$ cat config.mk
export PLATFORM = sky130hd
export DESIGN_NAME = bpa_node
export DESIGN_NICKNAME = d
export VERILOG_FILES = /design/src/shared/bpa_pkg.sv /design/src/hdl/bpa_cycle_div.sv /design/src/hdl/bpa_history.sv /design/src/hdl/bpa_node.sv
export SDC_FILE = /design/constraint.sdc
export NUM_CORES = 2
export LEC_CHECK = 0
export BUFFER_PORTS_ARGS = -buffer_cell sky130_fd_sc_hd__buf_2
export CORE_MARGIN = 2
export CORE_UTILIZATION = 55
export CTS_BUF_LIST = sky130_fd_sc_hd__clkbuf_8
export CTS_CLUSTER_DIAMETER = 30
export CTS_CLUSTER_SIZE = 40
export DETAILED_ROUTE_END_ITERATION = 16
export PLACE_DENSITY = 0.74
export SLEW_MARGIN = 20
export SYNTH_ARGS = -nofsm -noshare
export SYNTH_HDL_FRONTEND = slang
export SYNTH_SLANG_ARGS = --single-unit
$ cat constraint.sdc
create_clock -name core_clk -period 8.5 [get_ports core_clk]
set_clock_uncertainty 0.15 [all_clocks]
set_input_delay 0.85 -clock core_clk [delete_from_list [all_inputs] [get_ports core_clk]]
set_output_delay 0.85 -clock core_clk [all_outputs]
set_load 0.02 [all_outputs]
$ cat src/shared/bpa_pkg.sv
// Shared constants, encodings and helpers for the backplane bus arbiter node.
// Assumes one 125 MHz core clock from which the bus cycle is derived.
package bpa_pkg;

   // ----------------------------------------
   // Timing
   // ----------------------------------------
   // Core clock period in nanoseconds.
   localparam int CLK_PERIOD_NS = 8;
   // One bus cycle in nanoseconds.
   localparam int BUS_CYCLE_NS = 200;
   // Core clocks per bus cycle, rounded up, never below one.
   localparam int CYC_CLKS_RAW = (BUS_CYCLE_NS + CLK_PERIOD_NS - 1) / CLK_PERIOD_NS;
   localparam int CYC_CLKS = (CYC_CLKS_RAW < 1) ? 1 : CYC_CLKS_RAW;
   // Width of the cycle divider counter.
   localparam int CYC_CNT_W = 5;

   // ----------------------------------------
   // Widths and sizes
   // ----------------------------------------
   // Number of request lines on the backplane.
   localparam int NODES = 16;
   // Physical address width, one gigabyte.
   localparam int ADDR_W = 30;
   // Data path width.
   localparam int DATA_W = 32;
   // History depth and index width.
   localparam int HIST_DEPTH = 16;
   localparam int HIST_AW = 4;
   // History entry: error, confirmation, hold, tag, data.
   localparam int HIST_W = 38;

   // ----------------------------------------
   // Bus encodings and field positions
   // ----------------------------------------
   // Cycle tags carried on the control lines.
   localparam logic [1:0] TAG_IDLE = 2'h0;
   localparam logic [1:0] TAG_ADDR = 2'h1;
   localparam logic [1:0] TAG_DATA = 2'h2;
   // Confirmation codes returned by the receiver.
   localparam logic [1:0] CNF_NONE = 2'h0;
   localparam logic [1:0] CNF_ACK = 2'h1;
   localparam logic [1:0] CNF_NAK = 2'h2;
   // Address word: double flag, write flag, 30-bit address.
   localparam int AW_DBL_BIT = 31;
   localparam int AW_WR_BIT = 30;
   // Address bit that selects the I/O half of the space.
   localparam int IO_BIT = 29;
   // Reset value of a driven bus word.
   localparam logic [31:0] WORD_RST = 32'h0;

   // Sender state machine.
   typedef enum logic [2:0] {TX_IDLE, TX_ARB, TX_ADDR, TX_DATA0, TX_DATA1, TX_CONF} bpa_tx_t;

   // Even parity over a data word.
   function automatic logic bpa_par32(input logic [31:0] w);
      return ^w;
   endfunction : bpa_par32

   // Even parity over the control lines.
   function automatic logic bpa_ctl_par(input logic [1:0] tag, input logic hold);
      return ^{tag, hold};
   endfunction : bpa_ctl_par

endpackage : bpa_pkg

$ cat src/hdl/bpa_cycle_div.sv
// Bus cycle divider: one-cycle enable at the end of every bus cycle.
// Assumes a synchronous active-high reset on the core clock.
`timescale 1ns/1ps
`default_nettype none
module bpa_cycle_div import bpa_pkg::*; (
   // Clock and reset.
   input wire logic core_clk,
   input wire logic sys_rst,
   // End-of-cycle enable.
   output logic cyc_en
);
   // Divider state.
   typedef struct packed {
      logic [CYC_CNT_W-1:0] cnt; // Clocks elapsed in this bus cycle.
   } bpa_div_st_t;

   localparam logic [CYC_CNT_W-1:0] CNT_LAST = CYC_CNT_W'(CYC_CLKS - 1);

   bpa_div_st_t st;
   bpa_div_st_t next_st;

   // ----------------------------------------
   // Counter
   // ----------------------------------------
   // Wraps after the last clock of a bus cycle.
   always_comb begin
      next_st = st;
      if (st.cnt == CNT_LAST) begin
         next_st.cnt = '0;
      end else begin
         next_st.cnt = st.cnt + CYC_CNT_W'(1);
      end
   end

   // Registers the state; reset restarts the cycle.
   always_ff @(posedge core_clk) begin
      if (sys_rst) begin
         st <= '0;
      end else begin
         st <= next_st;
      end
   end

   // The enable marks the last clock of the bus cycle.
   assign cyc_en = (st.cnt == CNT_LAST);

endmodule : bpa_cycle_div
`default_nettype wire

$ cat src/hdl/bpa_history.sv
// Circular record of the most recent bus cycles, read back by age.
// Assumes the caller strobes rec once per bus cycle.
`timescale 1ns/1ps
`default_nettype none
module bpa_history import bpa_pkg::*; (
   // Clock and reset.
   input wire logic core_clk,
   input wire logic sys_rst,
   // Recording side.
   input wire logic rec,
   input wire logic [HIST_W-1:0] rec_entry,
   // Read side; index 0 is the newest entry.
   input wire logic [HIST_AW-1:0] rd_idx,
   output logic [HIST_W-1:0] rd_entry,
   output logic hist_full
);
   // Store, write pointer, fill flag and read register.
   typedef struct packed {
      logic [HIST_DEPTH-1:0][HIST_W-1:0] mem;
      logic [HIST_AW-1:0] wptr;
      logic full;
      logic [HIST_W-1:0] rd;
   } bpa_hist_st_t;

   bpa_hist_st_t st;
   bpa_hist_st_t next_st;

   // ----------------------------------------
   // Write and read
   // ----------------------------------------
   // New cycles overwrite the oldest slot once all are filled.
   always_comb begin
      next_st = st;
      for (int i = 0; i < HIST_DEPTH; i++) begin
         if (rec && st.wptr == HIST_AW'(i)) begin
            next_st.mem[i] = rec_entry;
         end
      end
      if (rec) begin
         next_st.wptr = st.wptr + HIST_AW'(1);
         if (st.wptr == HIST_AW'(HIST_DEPTH - 1)) begin
            next_st.full = 1'b1;
         end
      end
      next_st.rd = st.mem[HIST_AW'(st.wptr - HIST_AW'(1) - rd_idx)];
   end

   // Registers the state.
   always_ff @(posedge core_clk) begin
      if (sys_rst) begin
         st <= '0;
      end else begin
         st <= next_st;
      end
   end

   assign rd_entry = st.rd;
   assign hist_full = st.full;
endmodule : bpa_history
`default_nettype wire

$ cat src/hdl/bpa_node.sv
// Backplane bus node: distributed arbitration, sender, receiver, checker.
// Assumes all bus inputs are synchronous to core_clk and change per bus cycle.
//
// How it works
// - All nodes step on one 200 ns cycle.
// - Physical addresses are 30 bits wide.
// - Lower half memory, upper half I/O.
// - Each node owns one request line, fixed priority.
// - Cycle end: highest requester takes next cycle unless the bus is held.
// - Holder frees the bus as early as possible.
// - Each node decides its own win locally.
// - Control information carries parity, checked everywhere.
// - 32-bit path; one or two word transfers.
// - Every transfer parity checked and confirmed.
// - Protocol checked every cycle, violations flagged.
// - Keep activity of the last 16 cycles.
`timescale 1ns/1ps
`default_nettype none
module bpa_node import bpa_pkg::*; #(
   parameter logic [3:0] NODE_ID = 4'h3,           // Own line; lower line is higher priority.
   parameter logic [29:0] RX_BASE = 30'h3F000000,  // Receive window base.
   parameter logic [29:0] RX_MASK = 30'h3FFFF000   // Receive window compare mask.
) (
   // Clock and reset.
   input wire logic core_clk,
   input wire logic sys_rst,
   // User send request.
   input wire logic req_valid,
   input wire logic req_double,
   input wire logic [ADDR_W-1:0] req_addr,
   input wire logic [DATA_W-1:0] req_data0,
   input wire logic [DATA_W-1:0] req_data1,
   output logic req_ready,
   // User send result.
   output logic xfer_done,
   output logic xfer_error,
   // Received words.
   output logic rx_valid,
   output logic [ADDR_W-1:0] rx_addr,
   output logic [DATA_W-1:0] rx_data,
   output logic rx_is_io,
   // Arbitration lines.
   input wire logic [NODES-1:0] bus_req_in,
   output logic bus_req_out,
   // Bus transfer lines as seen on the backplane.
   input wire logic [DATA_W-1:0] bus_data_in,
   input wire logic bus_par_in,
   input wire logic [1:0] bus_tag_in,
   input wire logic bus_hold_in,
   input wire logic bus_ctl_par_in,
   // Bus transfer lines as driven by this node.
   output logic [DATA_W-1:0] bus_data_out,
   output logic bus_par_out,
   output logic [1:0] bus_tag_out,
   output logic bus_hold_out,
   output logic bus_ctl_par_out,
   output logic bus_oe,
   // Confirmation lines.
   input wire logic [1:0] bus_cnf_in,
   output logic [1:0] bus_cnf_out,
   output logic bus_cnf_oe,
   // Error flags.
   output logic par_err,
   output logic proto_err,
   // History access.
   input wire logic hist_freeze,
   input wire logic [HIST_AW-1:0] hist_idx,
   output logic [HIST_W-1:0] hist_entry,
   output logic hist_full
);
   // ----------------------------------------
   // State
   // ----------------------------------------
   typedef struct packed {
      bpa_tx_t tx;                 // Sender state.
      logic req_line;              // Own request line.
      logic [ADDR_W-1:0] addr;     // Latched send address.
      logic dbl;                   // Latched double-word flag.
      logic [DATA_W-1:0] d0;       // First data word.
      logic [DATA_W-1:0] d1;       // Second data word.
      logic drv_oe;                // Driving the transfer lines.
      logic [DATA_W-1:0] drv_data; // Driven word.
      logic drv_par;               // Parity of the driven word.
      logic [1:0] drv_tag;         // Driven cycle tag.
      logic drv_hold;              // Driven hold, more words follow.
      logic drv_cpar;              // Parity of the driven control lines.
      logic cnf_due;               // A word of ours awaits confirmation.
      logic bad;                   // A confirmation failed.
      logic rx_act;                // Receiving a transaction.
      logic [1:0] rx_left;         // Data words still to receive.
      logic [ADDR_W-1:0] rx_addr;  // Address of the received transaction.
      logic [DATA_W-1:0] rx_data;  // Last received word.
      logic rx_valid;              // Received word strobe.
      logic cnf_oe;                // Driving a confirmation.
      logic [1:0] cnf_val;         // Confirmation code.
      logic prev_hold;             // Hold seen in the last cycle.
      logic done;                  // Send finished strobe.
      logic err;                   // Send failed strobe.
      logic par_err;               // Parity error strobe.
      logic proto_err;             // Protocol error strobe.
   } bpa_node_st_t;

   // Lines below our own have higher priority.
   localparam logic [NODES-1:0] HI_MASK = (16'h1 << NODE_ID) - 16'h1;

   bpa_node_st_t st;
   bpa_node_st_t next_st;
   logic cyc_en;  // Last core clock of a bus cycle.
   logic win;     // No higher request is up.
   logic d_ok;    // Data parity good.
   logic c_ok;    // Control parity good.
   logic hit;     // Address word falls in our window.
   logic cnf_bad; // Awaited confirmation missing or negative.

   // ----------------------------------------
   // Bus cycle
   // ----------------------------------------
   // Every decision below except taking a new send is taken on the last clock of a bus cycle.
   bpa_cycle_div u_div (
      .core_clk(core_clk),
      .sys_rst(sys_rst),
      .cyc_en(cyc_en)
   );

   // ----------------------------------------
   // Decode
   // ----------------------------------------
   // Local view of arbitration, parity and window match.
   always_comb begin
      win = ~|(bus_req_in & HI_MASK);
      d_ok = bpa_par32(bus_data_in) == bus_par_in;
      c_ok = bpa_ctl_par(bus_tag_in, bus_hold_in) == bus_ctl_par_in;
      hit = (bus_data_in[ADDR_W-1:0] & RX_MASK) == RX_BASE;
      cnf_bad = st.cnf_due && (bus_cnf_in != CNF_ACK);
   end

   // ----------------------------------------
   // Next state
   // ----------------------------------------
   always_comb begin
      next_st = st;
      next_st.done = 1'b0;
      next_st.err = 1'b0;
      next_st.rx_valid = 1'b0;
      next_st.par_err = 1'b0;
      next_st.proto_err = 1'b0;
      // A new send is taken only while idle.
      if (req_valid && st.tx == TX_IDLE) begin
         next_st.tx = TX_ARB;
         next_st.req_line = 1'b1;
         next_st.addr = req_addr;
         next_st.dbl = req_double;
         next_st.d0 = req_data0;
         next_st.d1 = req_data1;
      end
      if (cyc_en) begin
         // Checker looks at every cycle on the bus.
         next_st.par_err = !c_ok || (bus_tag_in != TAG_IDLE && !d_ok);
         next_st.proto_err = (st.prev_hold && bus_tag_in == TAG_IDLE)
            || (!st.prev_hold && bus_tag_in == TAG_DATA)
            || (bus_tag_in == TAG_IDLE && bus_hold_in);
         next_st.prev_hold = bus_hold_in;
         next_st.cnf_due = st.drv_oe;
         // Sender: the word for the next cycle, released by default.
         next_st.drv_oe = 1'b0;
         next_st.drv_data = WORD_RST;
         next_st.drv_tag = TAG_IDLE;
         next_st.drv_hold = 1'b0;
         case (st.tx)
            TX_ARB: begin
               // A holder keeps the bus; otherwise the highest request wins.
               if (win && !bus_hold_in) begin
                  next_st.tx = TX_ADDR;
                  next_st.req_line = 1'b0;
                  next_st.bad = 1'b0;
                  next_st.drv_oe = 1'b1;
                  next_st.drv_data = {st.dbl, 1'b1, st.addr};
                  next_st.drv_tag = TAG_ADDR;
                  next_st.drv_hold = 1'b1;
               end else begin
                  next_st.req_line = 1'b1;
               end
            end
            TX_ADDR: begin
               // First data word; hold stays up only for a second word.
               next_st.tx = TX_DATA0;
               next_st.drv_oe = 1'b1;
               next_st.drv_data = st.d0;
               next_st.drv_tag = TAG_DATA;
               next_st.drv_hold = st.dbl;
            end
            TX_DATA0: begin
               next_st.bad = st.bad | cnf_bad;
               if (st.dbl) begin
                  next_st.tx = TX_DATA1;
                  next_st.drv_oe = 1'b1;
                  next_st.drv_data = st.d1;
                  next_st.drv_tag = TAG_DATA;
               end else begin
                  next_st.tx = TX_CONF;
               end
            end
            TX_DATA1: begin
               next_st.bad = st.bad | cnf_bad;
               next_st.tx = TX_CONF;
            end
            TX_CONF: begin
               // The last word's confirmation closes the send.
               next_st.tx = TX_IDLE;
               next_st.done = 1'b1;
               next_st.err = st.bad | cnf_bad;
            end
            default: begin
               // Idle: nothing to drive; a request taken on this very clock keeps its arbitration state.
            end
         endcase
         next_st.drv_par = bpa_par32(next_st.drv_data);
         next_st.drv_cpar = bpa_ctl_par(next_st.drv_tag, next_st.drv_hold);
         // Receiver: confirm each word of a transaction in our window.
         next_st.cnf_oe = 1'b0;
         next_st.cnf_val = CNF_NONE;
         if (bus_tag_in == TAG_ADDR && !st.rx_act && hit) begin
            next_st.rx_act = 1'b1;
            next_st.rx_left = bus_data_in[AW_DBL_BIT] ? 2'h2 : 2'h1;
            next_st.rx_addr = bus_data_in[ADDR_W-1:0];
            next_st.cnf_oe = 1'b1;
            next_st.cnf_val = d_ok ? CNF_ACK : CNF_NAK;
         end else if (bus_tag_in == TAG_DATA && st.rx_act) begin
            next_st.rx_valid = 1'b1;
            next_st.rx_data = bus_data_in;
            next_st.rx_left = st.rx_left - 2'h1;
            next_st.rx_act = (st.rx_left != 2'h1);
            next_st.cnf_oe = 1'b1;
            next_st.cnf_val = d_ok ? CNF_ACK : CNF_NAK;
         end else if (st.rx_act) begin
            // A transaction that breaks off is abandoned.
            next_st.rx_act = 1'b0;
         end
      end
   end

   // Registers the state.
   always_ff @(posedge core_clk) begin
      if (sys_rst) begin
         st <= '0;
      end else begin
         st <= next_st;
      end
   end

   // ----------------------------------------
   // Outputs
   // ----------------------------------------
   assign req_ready = (st.tx == TX_IDLE);
   assign xfer_done = st.done;
   assign xfer_error = st.err;
   assign rx_valid = st.rx_valid;
   assign rx_addr = st.rx_addr;
   assign rx_data = st.rx_data;
   assign rx_is_io = st.rx_addr[IO_BIT];
   assign bus_req_out = st.req_line;
   assign bus_data_out = st.drv_data;
   assign bus_par_out = st.drv_par;
   assign bus_tag_out = st.drv_tag;
   assign bus_hold_out = st.drv_hold;
   assign bus_ctl_par_out = st.drv_cpar;
   assign bus_oe = st.drv_oe;
   assign bus_cnf_out = st.cnf_val;
   assign bus_cnf_oe = st.cnf_oe;
   assign par_err = st.par_err;
   assign proto_err = st.proto_err;

   // ----------------------------------------
   // History
   // ----------------------------------------
   // Each bus cycle outside a freeze is recorded with its confirmation and any parity error seen.
   bpa_history u_hist (
      .core_clk(core_clk),
      .sys_rst(sys_rst),
      .rec(cyc_en && !hist_freeze),
      .rec_entry({!c_ok || (bus_tag_in != TAG_IDLE && !d_ok), bus_cnf_in, bus_hold_in, bus_tag_in, bus_data_in}),
      .rd_idx(hist_idx),
      .rd_entry(hist_entry),
      .hist_full(hist_full)
   );

   // Clocks since the last bus cycle end.
   logic [CYC_CNT_W-1:0] gap;
   always_ff @(posedge core_clk) begin
      if (sys_rst || cyc_en) begin
         gap <= '0;
      end else begin
         gap <= gap + CYC_CNT_W'(1);
      end
   end
endmodule : bpa_node
`default_nettype wire

# Yosys cells after proc, flatten, opt, wreduce, memory -nomap -nowiden
# Cells that the tools add are included.
[totals]
input_bits = 158
out_inout_bits = 150
ff_bits = 869
[classes]
n_bitwise = 4
muxes = 29
reduce_logical = 58
magnitude_cmp = 1
eq_ne = 29
n_addsub = 5
[op_table]
columns = ["operator", "n"]
rows = [
  ["$bmux W38 S4", 1],
  ["$mux W33", 3],
  ["$mux W99", 1],
  ["$pmux W33 S3", 1],
  ["$reduce_xor A32 Y1", 2],
  ["$mux W38", 1],
  ["$eq A4 B4 Y1 const B", 8],
  ["$logic_and A1 B1 Y1", 27],
  ["$eq A18 B18 Y1 const B", 1],
  ["$eq A4 B3 Y1 const B", 4],
  ["$pmux W3 S5", 1],
  ["$mux W2", 7],
  ["$mux W3", 3],
  ["$reduce_or A3 Y1", 3],
  ["$eq A4 B2 Y1 const B", 2],
  ["$mux W4", 2],
  ["$logic_not A1 Y1", 7],
  ["$eq A3 B2 Y1 const B", 2],
  ["$eq A3 B3 Y1 const B", 2],
  ["$mux W1", 6],
  ["$pmux W2 S3", 1],
  ["$reduce_and A2 Y1", 3],
  ["$reduce_and A3 Y1", 2],
  ["$reduce_bool A2 Y1", 3],
  ["23 further kinds", 33],
]

# Logic depth before layout (Yosys ltp)
[depth]
depth_word = 7
depth_mapped = 13
ltp_nobuf = 10

# Cells and area by module
# A second synthesis with hierarchy kept.
[hier_totals]
cells_unflattened = 4523
hier_area_um2 = 37803.8
[modules_own_cells]
columns = ["module", "cells_each", "area_each_um2", "instances"]
rows = [
  ["bpa_history", 3176, 27496.4, 1],
  ["bpa_node", 1324, 10037.1, 1],
  ["bpa_cycle_div", 23, 270.3, 1],
]

# Least setup slack after synthesis
# No wires, ideal clock.
[synth_path]
kind = "input to register"
from = "input port bus_data_in[20]"
to = "register u_hist.st[650] (netlist bit)"
path_buffers = 3
t_required_ns = 8.280
path_stages = 13
t_arrival_ns = 3.331
slack_ns = 4.949
path_cell_list = "clkbuf_1 clkbuf_1 inv_1 ha_1 xnor2_1 xnor2_1 xnor2_1 xnor2_1 xnor2_1 a21oi_1 clkbuf_1 nand2_1 a21oi_1"
[synth_via]
elab_chain_cells = 5
[synth_rtl]
columns = ["element", "line", "text"]
rows = [
  ["from (decl)", "bpa_node.sv:46", "input wire logic [DATA_W-1:0] bus_data_in,"],
  ["$reduce_xor A32 Y1", "bpa_pkg.sv:57", "return ^w;"],
  ["$eq A1 B1 Y1", "bpa_node.sv:131", "d_ok = bpa_par32(bus_data_in) == bus_par_in;"],
  ["$logic_not A1 Y1", "bpa_node.sv:281", ".rec_entry({!c_ok || (bus_tag_in != TAG_IDLE && !d_ok), bus_cnf_in, bus_hold_in, bus_tag_in, bus_data_in}),"],
  ["$logic_and A1 B1 Y1", "bpa_node.sv:281", ""],
  ["$logic_or A1 B1 Y1", "bpa_node.sv:281", ""],
  ["to (signal assigned)", "bpa_history.sv:53", "st <= next_st;"],
  ["to (decl)", "bpa_history.sv:25", "bpa_hist_st_t st;"],
]
# Every way passes these cells.
# A chain may end at the register's enable or synchronous reset.

# Worst setup path after layout
[layout_path]
from = "register u_hist.st[39] (netlist bit)"
to = "register u_hist.st (netlist bit u_hist.rd_entry[33])"
[layout_via]
elab_chain_cells = 4
[layout_rtl]
columns = ["element", "line", "text"]
rows = [
  ["$sub A4 B1 Y4", "bpa_history.sv:45", "next_st.rd = st.mem[HIST_AW'(st.wptr - HIST_AW'(1) - rd_idx)];"],
  ["$sub A4 B4 Y4", "bpa_history.sv:45", ""],
  ["$bmux W38 S4", "bpa_history.sv:45", ""],
  ["$mux W38 (implied by the code)", "bpa_history.sv:45", ""],
]
# Every way passes these cells. The select of a mux whose other input is x is not followed.

==> summary.txt <==
Status
  – Status: finished clean

Power and ir drop
  – Worst vdd ir: 0.164 mV
  – Sequential Power Share: 44.9%
  – Pwr/cell area: 219 mW/mm^2
  – Gate power share: 5.5%
  – Total power after layout: 9210 uW
  – Sw Share: 25.8%
  – LEAKAGE: 0.0147 uW
  – Sw Pwr: 2370 uW
  – Cell Int Power: 6840 uW
  – Clock power frac: 49.6%

Timing
  – Final Max Tran Viols: 0
  – Worst-Margin Slew: 1.15 ns
  – Achievable clock frequency: 0.253 GHz
  – Final Setup Violations: 0
  – RSZ-0062 raised after global routing: false
  – PnR worst setup slack: 4.54 ns
  – Setup tns final: 0 ns
  – Post-layout minimum cycle time: 3.96 ns
  – Tcrit/Tclk final: 46.5%
  – Relative slew slack: 23.2%
  – Count of final hold-check violations: 0

Detailed routing
  – DRC violations left: 0
  – Antenna-violating nets left: 0
  – First DRT Iteration DRCs: 3826
  – Via count: 33042
  – WL/cell: 22.0 um
  – Final Routed Wirelength: 122000 um
  – Via density: 5.99
  – DRT Pass-1 Iters: 6

Setup path
  – CP startpoint kind: flip-flop
  – CP max FO: 122
  – Slowest stage cell, crit path: fa_4
  – CP Cell Sequence: ha_4 -> fa_4 -> buf_12 -> mux4_2 -> nor2b_1 -> a211oi_1 -> a211oi_1
  – Critical Path Most Common Cell: a211oi_1
  – CP required: 8.98 ns
  – Max incr delay on CP: 1.14 ns
  – Critical Path End Type: flip-flop
  – Data arrival, critical path: 4.44 ns
  – Critical path class: flip-flop to flip-flop

Clock tree
  – Skew-Pair Late Insertion Delay: 0.82 ns
  – H-tree depth: 4
  – Clk Tree Root Cell: clkbuf_8
  – Post-CTS Hold Buffers: 0
  – TritonCTS clock tree: done
  – Postcts setup bufs: 0
  – # resized after CTS: 0
  – CTS max path bufs: 3
  – Clk slew on worst S/H paths: 0.07 ns
  – CTS Buf Count: 154
  – Clock sinks: 869

Yosys
  – Yosys top cell area share: 46.2%
  – Synthesized cell area: 0.0377 mm^2
  – Async set-reset flop share out of synthesis: 0%
  – Ys flop type: dfxtp_1
  – Synth Register Bits: 869
  – Mean Syn Cell Area: 8.26 um^2
  – Synthesized Nets: 4739
  – Post-synth EDFFs: 0
  – Biggest area consumer among synthesized cells: dfxtp_1
  – Post-synthesis sequential area ratio: 46.2%
  – Yosys warns: 0
  – Cell variety after synth: 57
  – Mapped Cells: 4561
  – Dominant cells by area after synthesis: dfxtp_1 46%, nand2_1 15%, a21oi_1 10%, mux4_2 9.1%, clkbuf_1 3.6%

Finish
  – Filler Cells Inserted: 5781
  – Most common cell after layout, fill and taps aside: nand2_1
  – Proportion of layout cells with a drive suffix above 1: 17.8%
  – Net count, final: 4690
  – Post-route cell area: 0.0420 mm^2
  – Most frequent cells in the layout: 1501 x nand2_1, 868 x dfxtp_1, 780 x a21oi_1
  – Area delta synth->final: 11.6%

GRT
  – Initial antenna violation count: 2
  – Total grt overflow: 0
  – Vias in the first global route: 31540
  – First-pass GRT wire length: 182000 um
  – GRT Overall Usage: 33.7%
  – Largest net degree at the start of global routing: 212

Die
  – Core Area: 0.0675 mm^2
  – Chip Width: 266 um
  – Die height: 266 um
  – Top Ports: 308
  – Cell row count: 95
  – Die area: 0.0706 mm^2
  – Initial Utilization: 55.8%

Placed design
  – Routability Congestion: 0.929
  – Pre-CTS WS: 4.08 ns
  – Port bufs: 294
  – Area after DPL: 0.0384 mm^2
  – Final HPWL DP: 71400 um

Run
  – Max Cap Viol: 0

Min path
  – HP Class: input pin to flip-flop
==> power groups by stage <==
stage	Clock [uW]	Combinational (uW)	Sequential, uW
floorplan	0	342	4210
detailed placement	0	502	4220
global placement	0	501	4220
CTS	4590	503	4130
finish	4570	511	4130
global route	4780	541	4130
==> final timing paths <==
| path | end | depth (start not counted) | slack [ns] | startpoint |
|---|---|---|---|---|
| hold / removal | st[123] | 3 | 0.12 | req_data1[9] |
| hold reg to reg | u_hist.st[183] | 2 | 0.30 | u_hist.st[183] |
| setup reg to reg | u_hist.rd_entry[33] | 7 | 4.54 | u_hist.st[39] |
| setup / recovery | u_hist.rd_entry[33] | 7 | 4.54 | u_hist.st[39] |
==> sequential cells by signal, indices dropped and copies added (netlist names), 2 cells and up, named ones only <==
| name | count |
|---|---|
| u_hist.st | 612 |
| st | 103 |
| u_hist.rd_entry | 38 |
| bus_tag_out | 2 |
| u_div.st | 5 |
| rx_data | 32 |
| rx_addr | 30 |
| bus_data_out | 32 |
| bus_cnf_out | 2 |
==> worst max-delay path: cells and delay by family (launching register included) <==
kind	cells	cell delay [ns]
AOI/OAI and AO/OA	2	0.52
adders and majority gates	2	1.34
buffers and inverters	1	0.54
DFF	1	0.39
muxes	1	0.41
and+or+nand+nor	1	0.14
==> synth_stat cells, types with 2 or more instances <==
library cell and instances:
nand2b_1 37, nor3b_1 2, a22oi_1 2, or3_1 7
o211a_1 11, a41oi_1 7, clkbuf_1 364, mux4_2 152
nand4b_1 2, o21ai_0 9, a31oi_1 2, a311oi_1 4
o2111ai_1 3, a211oi_1 109, buf_6 2, o32ai_1 8
dfxtp_1 869, buf_2 9, a311o_1 3, nand3_1 50
nand2_1 1502, and2_1 17, ha_1 19, nor2b_1 44
a21oi_1 780, nand4_1 6, buf_1 50, xor2_1 7
or4_1 2, nor2_1 123, xnor2_1 27, nor3_1 64
o211ai_1 11, buf_4 137, mux2i_1 68, a211o_1 4
o2111a_1 4, inv_1 25
==> through the flow <==
stage,instances,util [%],hold WS [ns]
2_1_floorplan,4561,-,0.283
6_report,5513,62.3,0.121
5_1_grt,5512,62.3,0.109
4_1_cts,5511,62.3,0.0883
3_5_place_dp,5229,56.8,0.293
3_3_place_gp,5229,56.8,0.288
==> per-layer routing <==
| metal | part of all wire, % | track usage, % | up-vias |
|---|---|---|---|
| li1 | - | - | 15105 |
| met1 | 38 | 42.3 | 15762 |
| met2 | 46 | 54.1 | 1783 |
| met3 | 10 | 6.94 | 390 |
| met4 | 5.7 | 19.0 | 2 |
| met5 | 0.0099 | 0 | - |
==> final cells by class <==
cell class | instances | area (um^2) | share of cell area (%)
clock inverters | 107 | 1270 | 3.02
well taps | 873 | 1090 | 2.60
diodes | 2 | 5.00 | 0.0119
repair buffers | 357 | 2020 | 4.80
flip-flops and latches | 869 | 17400 | 41.4
multi-input cells | 3105 | 17800 | 42.2
inverters | 25 | 93.8 | 0.223
clock buffers | 175 | 2410 | 5.73
==> logic make-up after synthesis <==
logic type | synth area share, %
AO/OA/AOI/OAI | 14.3
XOR/XNOR | 0.791
adder cells (fa/ha/maj) | 0.684
buffers and inverters | 7.29
flip-flops | 46.2
multiplexers | 10.9
AND/OR/NAND/NOR | 19.9
Note: power is estimated with default switching activity, not from simulation.
